<file path="config.mk">
export PLATFORM = sky130hd
export DESIGN_NAME = ciel_irq_enable
export DESIGN_NICKNAME = d
export VERILOG_FILES = /design/src/rtl/ciel_pkg.sv /design/src/rtl/ciel_irq_enable.sv
export SDC_FILE = /design/constraint.sdc
export NUM_CORES = 1
export LEC_CHECK = 0
export BUFFER_PORTS_ARGS = -buffer_cell sky130_fd_sc_hd__buf_2
export CAP_MARGIN = 20
export CORE_MARGIN = 2
export CORE_UTILIZATION = 44
export DETAILED_ROUTE_END_ITERATION = 16
export PLACE_DENSITY_LB_ADDON = 0.12
export SLEW_MARGIN = 20
export SYNTH_ARGS = -nofsm -noshare
export SYNTH_HDL_FRONTEND = slang
export SYNTH_SLANG_ARGS = --single-unit
</file>
<file path="constraint.sdc">
create_clock -name i_mclk -period 2.4 [get_ports i_mclk]
set_input_delay 0.72 -clock i_mclk [delete_from_list [all_inputs] [get_ports i_mclk]]
set_output_delay 0.72 -clock i_mclk [all_outputs]
set_load 0.01 [all_outputs]
</file>
<file path="src/rtl/ciel_pkg.sv">
// Functional notes
// a status bit sets only if its enable was already set before the event.
// writing zero to an enable bit clears its status bit at once.
// interrupt output is high while any status bit is set.
// enable bit 29 lets frame timer expiry raise an event; resets to zero.
// enable bit 28 lets each frame trigger raise an event; resets to zero.
// enable bit 24 raises group one done on busy falling, manual mode only.
// enable bits 25 to 27 do the same for groups two to four.
// bits 31 and 30 of the enable register are reserved.
// frame timer expires after programmed count plus one conversion clock ticks.
// reserved enable bits read zero and ignore writes.
package ciel_pkg;
    localparam logic [11:0] CIEL_ENABLE_OFFSET   = 12'h036c;
    localparam int          CIEL_FRAME_EXP_BIT   = 29;
    localparam int          CIEL_FRAME_TRIG_BIT  = 28;
    localparam int          CIEL_GROUP1_BIT      = 24;
    localparam int          CIEL_NUM_GROUPS      = 4;
    localparam int          CIEL_NUM_SOURCES     = 6;
    localparam logic [31:0] CIEL_ENABLE_RESET    = 32'h0000_0000;
    localparam logic [31:0] CIEL_ENABLE_WMASK    = 32'h3f00_0000;
    localparam int          CIEL_TIMER_WIDTH     = 28;
    localparam logic [27:0] CIEL_TIMER_RESET     = 28'hfff_ffff;
endpackage

</file>
<file path="src/rtl/ciel_irq_enable.sv">
`timescale 1ns/1ps
`default_nettype none
module ciel_irq_enable
    import ciel_pkg::*;
(
    input  wire logic        i_mclk,
    input  wire logic        i_rst_n,
    input  wire logic [11:0] i_addr,
    input  wire logic        i_wr,
    input  wire logic        i_rd,
    input  wire logic [31:0] i_wdata,
    output logic      [31:0] o_rdata,
    input  wire logic        i_manual_mode,
    input  wire logic        i_frame_trigger,
    input  wire logic        i_timer_enable,
    input  wire logic        i_conv_clk_tick,
    input  wire logic [27:0] i_frame_timer_count,
    input  wire logic [3:0]  i_group_converting_flag,
    output logic      [5:0]  o_irq_status,
    output logic             o_irq
);
    // ******************************
    // register access
    // ******************************
    logic [31:0] enable_q;
    logic [31:0] enable_d;
    wire         sel_enable = (i_addr == CIEL_ENABLE_OFFSET);
    wire         wr_enable  = i_wr && sel_enable;

    assign enable_d = wr_enable ? (i_wdata & CIEL_ENABLE_WMASK) : enable_q;

    always_ff @(posedge i_mclk)
    begin
        if (!i_rst_n)
            enable_q <= CIEL_ENABLE_RESET;
        else
            enable_q <= enable_d;
    end

    always_ff @(posedge i_mclk)
    begin
        if (!i_rst_n)
            o_rdata <= 32'h0000_0000;
        else if (i_rd && sel_enable)
            o_rdata <= enable_q;
        else
            o_rdata <= 32'h0000_0000;
    end

    // ******************************
    // frame timer
    // ******************************
    logic [27:0] timer_q;
    logic        timer_run_q;
    wire         timer_done = timer_run_q && i_conv_clk_tick && (timer_q == i_frame_timer_count);

    always_ff @(posedge i_mclk)
    begin
        if (!i_rst_n)
        begin
            timer_q     <= 28'h000_0000;
            timer_run_q <= 1'b0;
        end
        else if (i_frame_trigger && i_timer_enable)
        begin
            timer_q     <= 28'h000_0000;
            timer_run_q <= 1'b1;
        end
        else if (timer_done)
            timer_run_q <= 1'b0;
        else if (timer_run_q && i_conv_clk_tick)
            timer_q <= timer_q + 28'h000_0001;
    end

    // ******************************
    // event detection
    // ******************************
    logic [3:0] busy_q;
    always_ff @(posedge i_mclk)
    begin
        if (!i_rst_n)
            busy_q <= 4'h0;
        else
            busy_q <= i_group_converting_flag;
    end

    // busy falling means result data is ready
    wire [3:0] group_done = busy_q & ~i_group_converting_flag & {4{i_manual_mode}};
    wire [5:0] events     = {timer_done, i_frame_trigger, group_done};
    // enable taken from the register, not the incoming write
    wire [5:0] en_now     = enable_q[CIEL_FRAME_EXP_BIT:CIEL_GROUP1_BIT];
    wire [5:0] en_next    = enable_d[CIEL_FRAME_EXP_BIT:CIEL_GROUP1_BIT];
    wire [5:0] status_d   = (o_irq_status | (events & en_now)) & en_next;

    always_ff @(posedge i_mclk)
    begin
        if (!i_rst_n)
        begin
            o_irq_status <= 6'h00;
            o_irq        <= 1'b0;
        end
        else
        begin
            o_irq_status <= status_d;
            o_irq        <= |status_d;
        end
    end

    // ******************************
    // helper logic for checks
    // ******************************
    // own tick count since restart, so the expiry check never leans on timer_q
    logic [28:0] ticks_seen_q;
    // one bit wider than the count, so count plus one never wraps
    wire  [28:0] count_ext = {1'b0, i_frame_timer_count};

    always_ff @(posedge i_mclk)
    begin
        if (!i_rst_n)
            ticks_seen_q <= 29'h0000_0000;
        else if (i_frame_trigger && i_timer_enable)
            ticks_seen_q <= 29'h0000_0000;
        else if (timer_run_q && i_conv_clk_tick)
            ticks_seen_q <= ticks_seen_q + 29'h0000_0001;
    end

    // ******************************
    // checks
    // ******************************
    AST_SET_NEEDS_EN: assert property (@(posedge i_mclk) disable iff (!i_rst_n)
        $rose(o_irq_status[0]) |-> $past(enable_q[CIEL_GROUP1_BIT]))
        else $error("status set without prior enable");
    AST_CLEAR_ON_DISABLE: assert property (@(posedge i_mclk) disable iff (!i_rst_n)
        (wr_enable && !i_wdata[CIEL_FRAME_TRIG_BIT]) |=> !o_irq_status[4])
        else $error("status not cleared on disable");
    AST_IRQ_FOLLOWS: assert property (@(posedge i_mclk) disable iff (!i_rst_n)
        o_irq == (|o_irq_status))
        else $error("irq mismatch");
    AST_TIMER_EVT: assert property (@(posedge i_mclk) disable iff (!i_rst_n)
        (timer_done && enable_q[CIEL_FRAME_EXP_BIT] && !wr_enable) |=> o_irq_status[5])
        else $error("timer event lost");
    AST_TRIG_EVT: assert property (@(posedge i_mclk) disable iff (!i_rst_n)
        (i_frame_trigger && enable_q[CIEL_FRAME_TRIG_BIT] && !wr_enable) |=> o_irq_status[4])
        else $error("trigger event lost");
    AST_GROUP_EVT: assert property (@(posedge i_mclk) disable iff (!i_rst_n)
        (busy_q[0] && !i_group_converting_flag[0] && i_manual_mode && enable_q[CIEL_GROUP1_BIT] && !wr_enable)
        |=> o_irq_status[0])
        else $error("group done lost");
    AST_GROUP4_EVT: assert property (@(posedge i_mclk) disable iff (!i_rst_n)
        (busy_q[3] && !i_group_converting_flag[3] && i_manual_mode && enable_q[27] && !wr_enable)
        |=> o_irq_status[3])
        else $error("group four done lost");
    AST_RESERVED_ZERO: assert property (@(posedge i_mclk) disable iff (!i_rst_n)
        enable_q[31:30] == 2'b00 && enable_q[23:0] == 24'h00_0000)
        else $error("reserved bits set");
    AST_TIMER_COUNT: assert property (@(posedge i_mclk) disable iff (!i_rst_n)
        timer_done |-> timer_q == i_frame_timer_count)
        else $error("timer expired early");

    // ******************************
    // more event and read checks
    // ******************************
    AST_GROUP2_EVT: assert property (@(posedge i_mclk) disable iff (!i_rst_n)
        (busy_q[1] && !i_group_converting_flag[1] && i_manual_mode && enable_q[25] && !wr_enable)
        |=> o_irq_status[1])
        else $error("group two done lost");

    AST_GROUP3_EVT: assert property (@(posedge i_mclk) disable iff (!i_rst_n)
        (busy_q[2] && !i_group_converting_flag[2] && i_manual_mode && enable_q[26] && !wr_enable)
        |=> o_irq_status[2])
        else $error("group three done lost");

    // outside manual mode busy edges must not raise anything
    AST_GROUP_MANUAL_ONLY: assert property (@(posedge i_mclk) disable iff (!i_rst_n)
        (!i_manual_mode && !timer_done && !i_frame_trigger) |=> (o_irq_status & ~$past(o_irq_status)) == 6'h00)
        else $error("group event outside manual mode");

    AST_TRIG_NEEDS_EN: assert property (@(posedge i_mclk) disable iff (!i_rst_n)
        $rose(o_irq_status[4]) |-> $past(enable_q[CIEL_FRAME_TRIG_BIT]))
        else $error("trigger status set without prior enable");

    AST_TIMER_NEEDS_EN: assert property (@(posedge i_mclk) disable iff (!i_rst_n)
        $rose(o_irq_status[5]) |-> $past(enable_q[CIEL_FRAME_EXP_BIT]))
        else $error("timer status set without prior enable");

    // a disabled source can never hold status, whatever the write order
    AST_STATUS_MASKED: assert property (@(posedge i_mclk) disable iff (!i_rst_n)
        (o_irq_status & ~enable_q[CIEL_FRAME_EXP_BIT:CIEL_GROUP1_BIT]) == 6'h00)
        else $error("status held for disabled source");

    AST_READ_BACK: assert property (@(posedge i_mclk) disable iff (!i_rst_n)
        (i_rd && sel_enable) |=> o_rdata == $past(enable_q))
        else $error("read data wrong");

    // idle zero keeps a shared read path clean
    AST_READ_IDLE: assert property (@(posedge i_mclk) disable iff (!i_rst_n)
        !(i_rd && sel_enable) |=> o_rdata == 32'h0000_0000)
        else $error("read data not zero when idle");

    // ******************************
    // timer checks
    // ******************************
    AST_TIMER_TICKS: assert property (@(posedge i_mclk) disable iff (!i_rst_n)
        timer_done |-> ticks_seen_q == count_ext)
        else $error("timer expired on wrong tick");

    // count must not drop below the ticks already seen during a run, or this fires
    AST_TIMER_NOT_LATE: assert property (@(posedge i_mclk) disable iff (!i_rst_n)
        timer_run_q |-> ticks_seen_q <= count_ext)
        else $error("timer overran its count");

    // ******************************
    // coverage
    // ******************************
    COV_TRIG: cover property (@(posedge i_mclk) disable iff (!i_rst_n) $rose(o_irq_status[4]));
    COV_TIMER: cover property (@(posedge i_mclk) disable iff (!i_rst_n) $rose(o_irq_status[5]));
    COV_GROUP: cover property (@(posedge i_mclk) disable iff (!i_rst_n) $rose(o_irq_status[2]));
    COV_IRQ: cover property (@(posedge i_mclk) disable iff (!i_rst_n) $rose(o_irq));
    COV_CLEAR: cover property (@(posedge i_mclk) disable iff (!i_rst_n) $fell(o_irq));
endmodule
`default_nettype wire

</file>
==> flow_summary.toml, run 1 <==
[outcome]
outcome = "finished with violations"
violations = "design-rule violations"

[pwr]
comb_power_share = 0.094
switching_share = 0.260
clkPwrFrac = 0.347
peakVddDrop_uv = 325
total_power_mw = 1.56
intPower_mw = 1.15
netSwitchingPower_mw = 0.404
seqPwrFrac = 0.559
p_per_area_nw_per_um2 = 448
power_leakage_nw = 1.59

[critical_path]
required_ns = 2.60
cp_max_fo = 7
crit_chain = "buf_2 > and4bb_4 > nand4_4 > buf_4 > mux2i_1 > nor2b_1 > o21a_1 > or4b_1"
endpoint_kind = "register"
cp_top_family = "simple AND/OR/NAND/NOR gates"
critical_path_depth = 8
reg2regPathDepth = 7
start_kind = "input port"
max_stage_delay_ns = 0.52
critPathArrivalTime_ns = 2.38
crit_buf_inv = 2
slowest_stage = "or4b_1"
r2r_slack_ns = 0.34
worst-setup-path-type = "input port to register"

[layout]
design_area_sq_um = 3470
diodes = 0
final_nets = 484
drive_gt1_frac = 0.295
fillCellCount = 622
finalNonFillerCells = 477
final_core_util = 0.541
areaGrowthSynthToFinish_pct = 18.0

[clock_tree]
clkSlewWorstSetupHoldPaths_ns = 0.11
cts_tree = "built"
htreeDepth = 2
ctsResizeCount = 0
root_buffer = "clkbuf_8"
clk_path_buf_depth = 2
post-cts-setup-buffer-count = 0
cts_sinks = 52
cts_hold_buf = 0
clkLatencyLatePin_ns = 0.31
numCtsBuffers = 5

[synth]
synth.ff_latch_count = 52
synth_enable_flop_cells = 0
ys_seq_area_frac = 0.354
syn_area_sq_um = 2940
synth.area.top_cells = "dfxtp_1, xor2_1, buf_4, mux2i_1, and2_1"
synth.largest_area_cell = "dfxtp_1"
async_reset_ff_frac = 0
synth_ff_type = "dfxtp_1"
yosysWarnings = 0
postSynthAreaPerCell_sq_um = 9.32
yosys.cell_types.count = 54
yosysTopAreaCellShare = 0.354
synth_cells = 316

[global_routing]
antenna_found_initial = 0
track_usage = 0.181
grt_max_degree = 20
grt_pass1_wl_microns = 10700
grt_pass1_vias = 2345
gr-total-overflow = 0

[route]
first_pass_iters = 12
wirelength_microns = 6520
drt-initial-drc-count = 67
viasPerCell = 5.18
wl_per_cell_microns = 13.7
drt.antenna.violating_nets = 0
vias = 2469
drc_errors = 5

[hold_path]
whs_path_depth = 2
hp-class = "register to register"

[die]
rows = 29
die_x_microns = 85.8
initial_core_util = 0.458
dieArea_sq_um = 7360
io-pin-count = 123
dieHeight_microns = 85.8
coreArea_sq_um = 6420

[place]
gp_congestion = 0.787
placed_cell_area_sq_um = 3380
dp.cells = 469
hpwlAfterDp_microns = 5150
io_buffers = 70

[sta]
setup_tns_ns = 0
skew_ns = 0.0112
max_freq_mhz = 458
hold_violations = 0
slew_violations = 0
setup_viol = 0
grt_setup_unrepaired = "false"
period_needed_ns = 2.18
period_share = 0.910

[flow_run]
max_cap_violations = 0
## state kept, by name (all words and copies together) (netlist names)
register and flops:
o_irq_status 6, busy_q 4, timer_run_q 1, o_rdata 6, o_irq 1, timer_q 28
enable_q 6
## cell usage in the layout, fill, tap and decap left out, types with 9 or more instances in the layout
master / count
buf_2: 70
dfxtp_1: 52
xor2_1: 34
conb_1: 26
nand2_1: 19
and2_1: 14
buf_4: 14
a21oi_1: 13
o21ai_1: 12
nor2_1: 12
or3_1: 11
nand4_1: 9
mux2i_1: 9
nand3_1: 9
## synth_stat cells, types with 3 or more instances
cell and n:
clkbuf_1 5, nor2b_1 5, o211ai_1 7, nor2_1 12, nor4_2 7, or4_1 7
inv_1 6, nand2_1 19, nand4_1 9, o21ai_1 12, nand3_1 9, dfxtp_1 52
a21oi_1 13, mux2i_1 9, o31ai_1 3, and2_1 14, xor2_1 34, buf_4 28
o21a_1 6, or3_1 11, and4bb_4 3, and3_1 4
## cell families (layout without fill, tap and decap cells)
| family | count (synthesis) | after routing | synth area share |
|---|---|---|---|
| AO/OA/AOI/OAI | 55 | 55 | 0.125 |
| XOR/XNOR | 34 | 34 | 0.101 |
| adder cells (fa/ha/maj) | 1 | 1 | 0.00425 |
| buffers and inverters | 40 | 99 | 0.0871 |
| flip-flops | 52 | 52 | 0.354 |
| multiplexers | 9 | 9 | 0.0306 |
| other | 1 | 26 | 0.00127 |
| AND/OR/NAND/NOR | 124 | 124 | 0.297 |
## power by group through the flow
stage	registers (mW)	clock network, mW	logic (mW)
after floorplan	0.890	0	0.105
after global placement	0.891	0	0.145
after detailed placement	0.891	0	0.147
after CTS	0.871	0.560	0.147
after global routing	0.872	0.593	0.162
final	0.871	0.540	0.146
## path summary, 6_finish.rpt
check,to,start
worst min register to register,timer_q[27],timer_q[27]
worst max register to register,timer_q[19],timer_q[17]
worst min-delay path,timer_q[27],timer_q[27]
worst max-delay path,o_irq,i_addr[7]
## per-stage QoR
stage / hold WS, ns / setup slack [ns]
6_report: 0.496 / 0.217
5_1_grt: 0.513 / 0.145
4_1_cts: 0.499 / 0.217
3_5_place_dp: 0.481 / -0.111
3_3_place_gp: 0.473 / -0.0939
2_1_floorplan: 0.444 / 0.0528
## area by class of cell
cell class	instances	area [sq um]	share of cell area
multi-input combinational	249	1740	0.501
sequential	52	1040	0.300
timing repair buffer	85	475	0.137
tap	77	96.3	0.0277
clock buffer	5	68.8	0.0198
clock inverter	3	28.8	0.00829
inverter	6	22.5	0.00648
## per-layer routing
| metal | vias to the layer above | track usage | routed length [microns] |
|---|---|---|---|
| met5 | - | 0 | 0 |
| met4 | 0 | 0.0476 | 44 |
| met3 | 4 | 0.0385 | 319 |
| met2 | 74 | 0.305 | 3180 |
| met1 | 1131 | 0.236 | 2980 |
| li1 | 1260 | - | - |
## worst register-to-register path, stage by stage (launching register included)
cell	delay, ns
dfxtp_1	0.44
xor2_1	0.30
nor4_2	0.12
nand4_4	0.22
nor2_4	0.10
buf_4	0.16
nor4_1	0.43
mux2i_1	0.23
Note: power is estimated with default switching activity, not from simulation.
==> inputs of run 2 (changes only) <==
--- a/config.mk
+++ b/config.mk
@@ -8,7 +8,7 @@
 export BUFFER_PORTS_ARGS = -buffer_cell sky130_fd_sc_hd__buf_2
 export CAP_MARGIN = 20
 export CORE_MARGIN = 2
-export CORE_UTILIZATION = 44
+export CORE_UTILIZATION = 35
 export DETAILED_ROUTE_END_ITERATION = 16
 export PLACE_DENSITY_LB_ADDON = 0.12
 export SLEW_MARGIN = 20
==> run 2 against run 1 <==
Net effect:
- the run now ends clean
- clock-buffer cell count stayed put
- critical endpoint unchanged
- first-iteration DRC count fell by 9.0%
- maximum frequency is 1.2% lower
- wire length grew 4.8%
- power is 3.3% lower
- worst setup slack worse by 0.026 ns
==> flow_summary.toml, run 2 (same netlist as run 1, synthesis figures left out) <==
[die]
dieHeight_microns = 95.7
die_x_microns = 95.7
io-pin-count = 123
initial_core_util = 0.360
dieArea_sq_um = 9160
coreArea_sq_um = 8180
rows = 33

[hold_path]
whs_path_depth = 1
hp-start = "enable_q[29]"
hp-class = "register to register"
hold_end = "o_rdata[29]"

[critical_path]
r2r_end = "o_irq"
reg2regPathDepth = 7
endpoint_kind = "register"
cp_max_fo = 8
required_ns = 2.58
r2r_start = "timer_q[17]"
r2r_slack_ns = 0.36
worst-setup-path-type = "input port to register"
start_kind = "input port"
critPathArrivalTime_ns = 2.39

[route]
drc_errors = 0
drt.antenna.violating_nets = 0
wl_per_cell_microns = 13.4
viasPerCell = 4.93
vias = 2517
wirelength_microns = 6840
first_pass_iters = 4
drt-initial-drc-count = 61

[clock_tree]
clkLatencyLatePin_ns = 0.30
post-cts-setup-buffer-count = 0
root_buffer = "clkbuf_8"
ctsResizeCount = 0
htreeDepth = 2
cts_hold_buf = 0
clk_path_buf_depth = 2
numCtsBuffers = 5
clkSlewWorstSetupHoldPaths_ns = 0.09
cts_tree = "built"
cts_sinks = 52

[flow_run]
max_cap_violations = 0

[sta]
period_needed_ns = 2.21
hold_violations = 0
worst_hold_slack_ns = 0.486
grt_setup_unrepaired = "false"
period_share = 0.920
max_freq_mhz = 453
skew_ns = 0.00281
finalWorstSetupSlack_ns = 0.191
setup_viol = 0
slew_violations = 0

[layout]
finalNonFillerCells = 511
largest_register_ffs = 28
layout_common_cells = "buf_2, dfxtp_1, xor2_1"
final_nets = 491
largest_register = "timer_q"
diodes = 0
design_area_sq_um = 3530
drive_gt1_frac = 0.305
final_common_cell = "buf_2"
areaGrowthSynthToFinish_pct = 20.0

[pwr]
p_per_area_nw_per_um2 = 426
peakVddDrop_uv = 230
power_leakage_nw = 1.61

[global_routing]
grt_pass1_wl_microns = 10900
gr-total-overflow = 0
grt_max_degree = 18
antenna_found_initial = 0
track_usage = 0.153
grt_pass1_vias = 2271

[place]
io_buffers = 70
dp.cells = 504
gp_congestion = 0.773
placed_cell_area_sq_um = 3450
hpwlAfterDp_microns = 5520
pre_cts_slack_ns = -0.124

[outcome]
outcome = "complete, no violations"
-- run 2: cell count changes in the layout (fill, tap and decap cells not counted), sizes merged --
cell      before  now
clkinvlp       0    1
inv            9    6
buf           85   92
clkinv         0    1
-- run 2: worst max-delay path by stage --
stage                     endpoint  startpoint  slack, ns
after floorplan              o_irq   i_addr[0]       0.05
after global placement       o_irq   i_addr[0]      -0.13
after detailed placement     o_irq   i_addr[0]      -0.12
after CTS                    o_irq   i_addr[0]       0.19
after global routing         o_irq   i_addr[0]       0.11
final                        o_irq   i_addr[0]       0.19
-- run 2: cell type report --
| type | count | area [sq um] |
|---|---|---|
| Fill cell | 862 | 4640 |
| Timing Repair Buffer | 92 | 515 |
| Multi-Input combinational cell | 249 | 1740 |
| Tap cell | 105 | 131 |
| Clock inverter | 2 | 12.5 |
| Sequential cell | 52 | 1040 |
| Clock buffer | 5 | 68.8 |
| Inverter | 6 | 22.5 |
-- run 2: layer usage --
metal,share of wire,routed length (microns),track usage
met1,0.46,3150,0.211
met2,0.46,3110,0.244
met3,0.066,449,0.0282
met4,0.018,125,0.0452
met5,0,0,0
-- run 2: power breakdown --
part | internal (mW) | total [mW] | switching [mW] | leakage (nW)
clock network | 0.198 | 0.484 | 0.286 | 0.0400
registers | 0.867 | 0.870 | 0.00292 | 0.420
logic | 0.0670 | 0.151 | 0.0843 | 1.15
-- run 2: worst max-delay path: stages --
cell      delay, ns
buf_2          0.09
and4bb_4       0.34
nand4_4        0.18
mux2i_1        0.19
and3_1         0.20
a22o_1         0.19
or4b_1         0.47
-- run 2: per-stage QoR --
| stage | utilization | total power, mW | setup TNS (ns) |
|---|---|---|---|
| global placement | 0.422 | 1.04 | -0.415 |
| detailed placement | 0.422 | 1.04 | -0.736 |
| CTS | 0.432 | 1.53 | 0 |
| floorplan | - | 0.995 | 0 |
| global route | 0.432 | 1.58 | 0 |
| finish | 0.432 | 1.51 | 0 |
==> inputs of run 3 (changes only) <==
--- a/config.mk
+++ b/config.mk
@@ -7,10 +7,10 @@
 export LEC_CHECK = 0
 export BUFFER_PORTS_ARGS = -buffer_cell sky130_fd_sc_hd__buf_2
 export CAP_MARGIN = 20
-export CORE_MARGIN = 2
+export CORE_MARGIN = 3
 export CORE_UTILIZATION = 35
 export DETAILED_ROUTE_END_ITERATION = 16
-export PLACE_DENSITY_LB_ADDON = 0.12
+export PLACE_DENSITY = 0.68
 export SLEW_MARGIN = 20
 export SYNTH_ARGS = -nofsm -noshare
 export SYNTH_HDL_FRONTEND = slang
==> run 3 against run 2 <==
Net effect:
- non-clock buffer count down 6
- final cell count decreased by 1.6%
- first-iteration DRC count increased by 13%
- design area shrank 0.57%
- register-to-register slack hardly changed
- critical path depth stayed put
- via count fell by 1.4%
- combinational power down 3%
- highest routed layer unchanged
==> flow_summary.toml, run 3 (same netlist as run 1, synthesis figures left out) <==
[outcome]
outcome = "complete, no violations"

[layout]
final_core_util = 0.443
largest_register_ffs = 28
final_common_cell = "buf_2"
fillCellCount = 790
largest_register = "timer_q"
areaGrowthSynthToFinish_pct = 19.3
drive_gt1_frac = 0.297
layout_common_cells = "buf_2, dfxtp_1, xor2_1"
design_area_sq_um = 3510
diodes = 0
final_nets = 485
finalNonFillerCells = 503

[critical_path]
endpoint_kind = "register"
slowest_stage = "or4b_1"
cp_top_family = "simple AND/OR/NAND/NOR gates"
start_kind = "input port"
r2r_slack_ns = 0.35
worst-setup-path-type = "input port to register"
crit_buf_inv = 1
required_ns = 2.61
critPathArrivalTime_ns = 2.37
cp_max_fo = 7
max_stage_delay_ns = 0.45
crit_chain = "buf_2 > and4bb_4 > nand4_4 > mux2i_1 > and3_1 > a22o_1 > or4b_1"

[route]
drt-initial-drc-count = 69
first_pass_iters = 4
vias = 2483
wl_per_cell_microns = 13.6
drc_errors = 0
wirelength_microns = 6850
viasPerCell = 4.94
drt.antenna.violating_nets = 0

[clock_tree]
cts_hold_buf = 0
cts_tree = "built"
post-cts-setup-buffer-count = 0
clkSlewWorstSetupHoldPaths_ns = 0.11
root_buffer = "clkbuf_8"
numCtsBuffers = 5
cts_sinks = 52
clkLatencyLatePin_ns = 0.32
ctsResizeCount = 0
htreeDepth = 2
clk_path_buf_depth = 2

[global_routing]
track_usage = 0.141
grt_pass1_vias = 2398
grt_pass1_wl_microns = 11200
antenna_found_initial = 0
grt_max_degree = 20
gr-total-overflow = 0

[sta]
grt_setup_unrepaired = "false"
max_freq_mhz = 463
period_share = 0.900
hold_violations = 0
setup_viol = 0
slew_violations = 0
skew_ns = 0.0119
period_needed_ns = 2.16

[place]
io_buffers = 70
placed_cell_area_sq_um = 3410
gp_congestion = 0.822
dp.cells = 495
hpwlAfterDp_microns = 5470

[hold_path]
hp-class = "register to register"

[die]
dieHeight_microns = 97.7
coreArea_sq_um = 7930
die_x_microns = 97.7
dieArea_sq_um = 9550
initial_core_util = 0.371
rows = 32
io-pin-count = 123

[pwr]
power_leakage_nw = 1.60
peakVddDrop_uv = 241
p_per_area_nw_per_um2 = 445

[flow_run]
max_cap_violations = 0
run 3: changes by cell type in the layout (fill, tap and decap cells not counted), sizes merged:
cell	change
buf	-6
inv	+3
clkinv	-1
clkinvlp	-1
run 3: final timing paths:
| check | cells after the start | endpoint | startpoint |
|---|---|---|---|
| max reg2reg | 7 | timer_q[25] | timer_q[17] |
| max | 7 | o_irq | i_addr[0] |
| min | 1 | o_rdata[27] | enable_q[27] |
| min reg2reg | 1 | o_rdata[27] | enable_q[27] |
run 3: metal layers:
layer | vias to the layer above | share of wire | GRT usage
met1 | 1162 | 0.43 | 0.168
li1 | 1249 | - | -
met4 | 0 | 0.023 | 0.0618
met3 | 10 | 0.048 | 0.0302
met5 | - | 0 | 0
met2 | 62 | 0.50 | 0.242
run 3: stage by stage:
stage	hold slack, ns	power, mW	TNS [ns]	setup slack [ns]
5_1_grt	0.520	1.63	0	0.143
4_1_cts	0.499	1.58	0	0.242
3_5_place_dp	0.474	1.04	-0.736	-0.113
6_report	0.501	1.56	0	0.240
3_3_place_gp	0.467	1.03	-0.592	-0.0902
2_1_floorplan	0.444	0.995	0	0.0528
run 3: layout make-up:
type	instances	area [sq um]	share of cell area
Clock buffer	5	68.8	0.0196
Clock inverter	3	28.8	0.00819
Inverter	6	22.5	0.00641
Multi-Input combinational cell	249	1740	0.496
Sequential cell	52	1040	0.296
Tap cell	102	128	0.0363
Timing Repair Buffer	86	483	0.138
run 3: where the power goes:
part,total [mW],internal [mW],switching (mW),leakage [nW]
clock,0.544,0.221,0.324,0.0511
sequential,0.870,0.868,0.00196,0.420
combinational,0.147,0.0631,0.0842,1.13
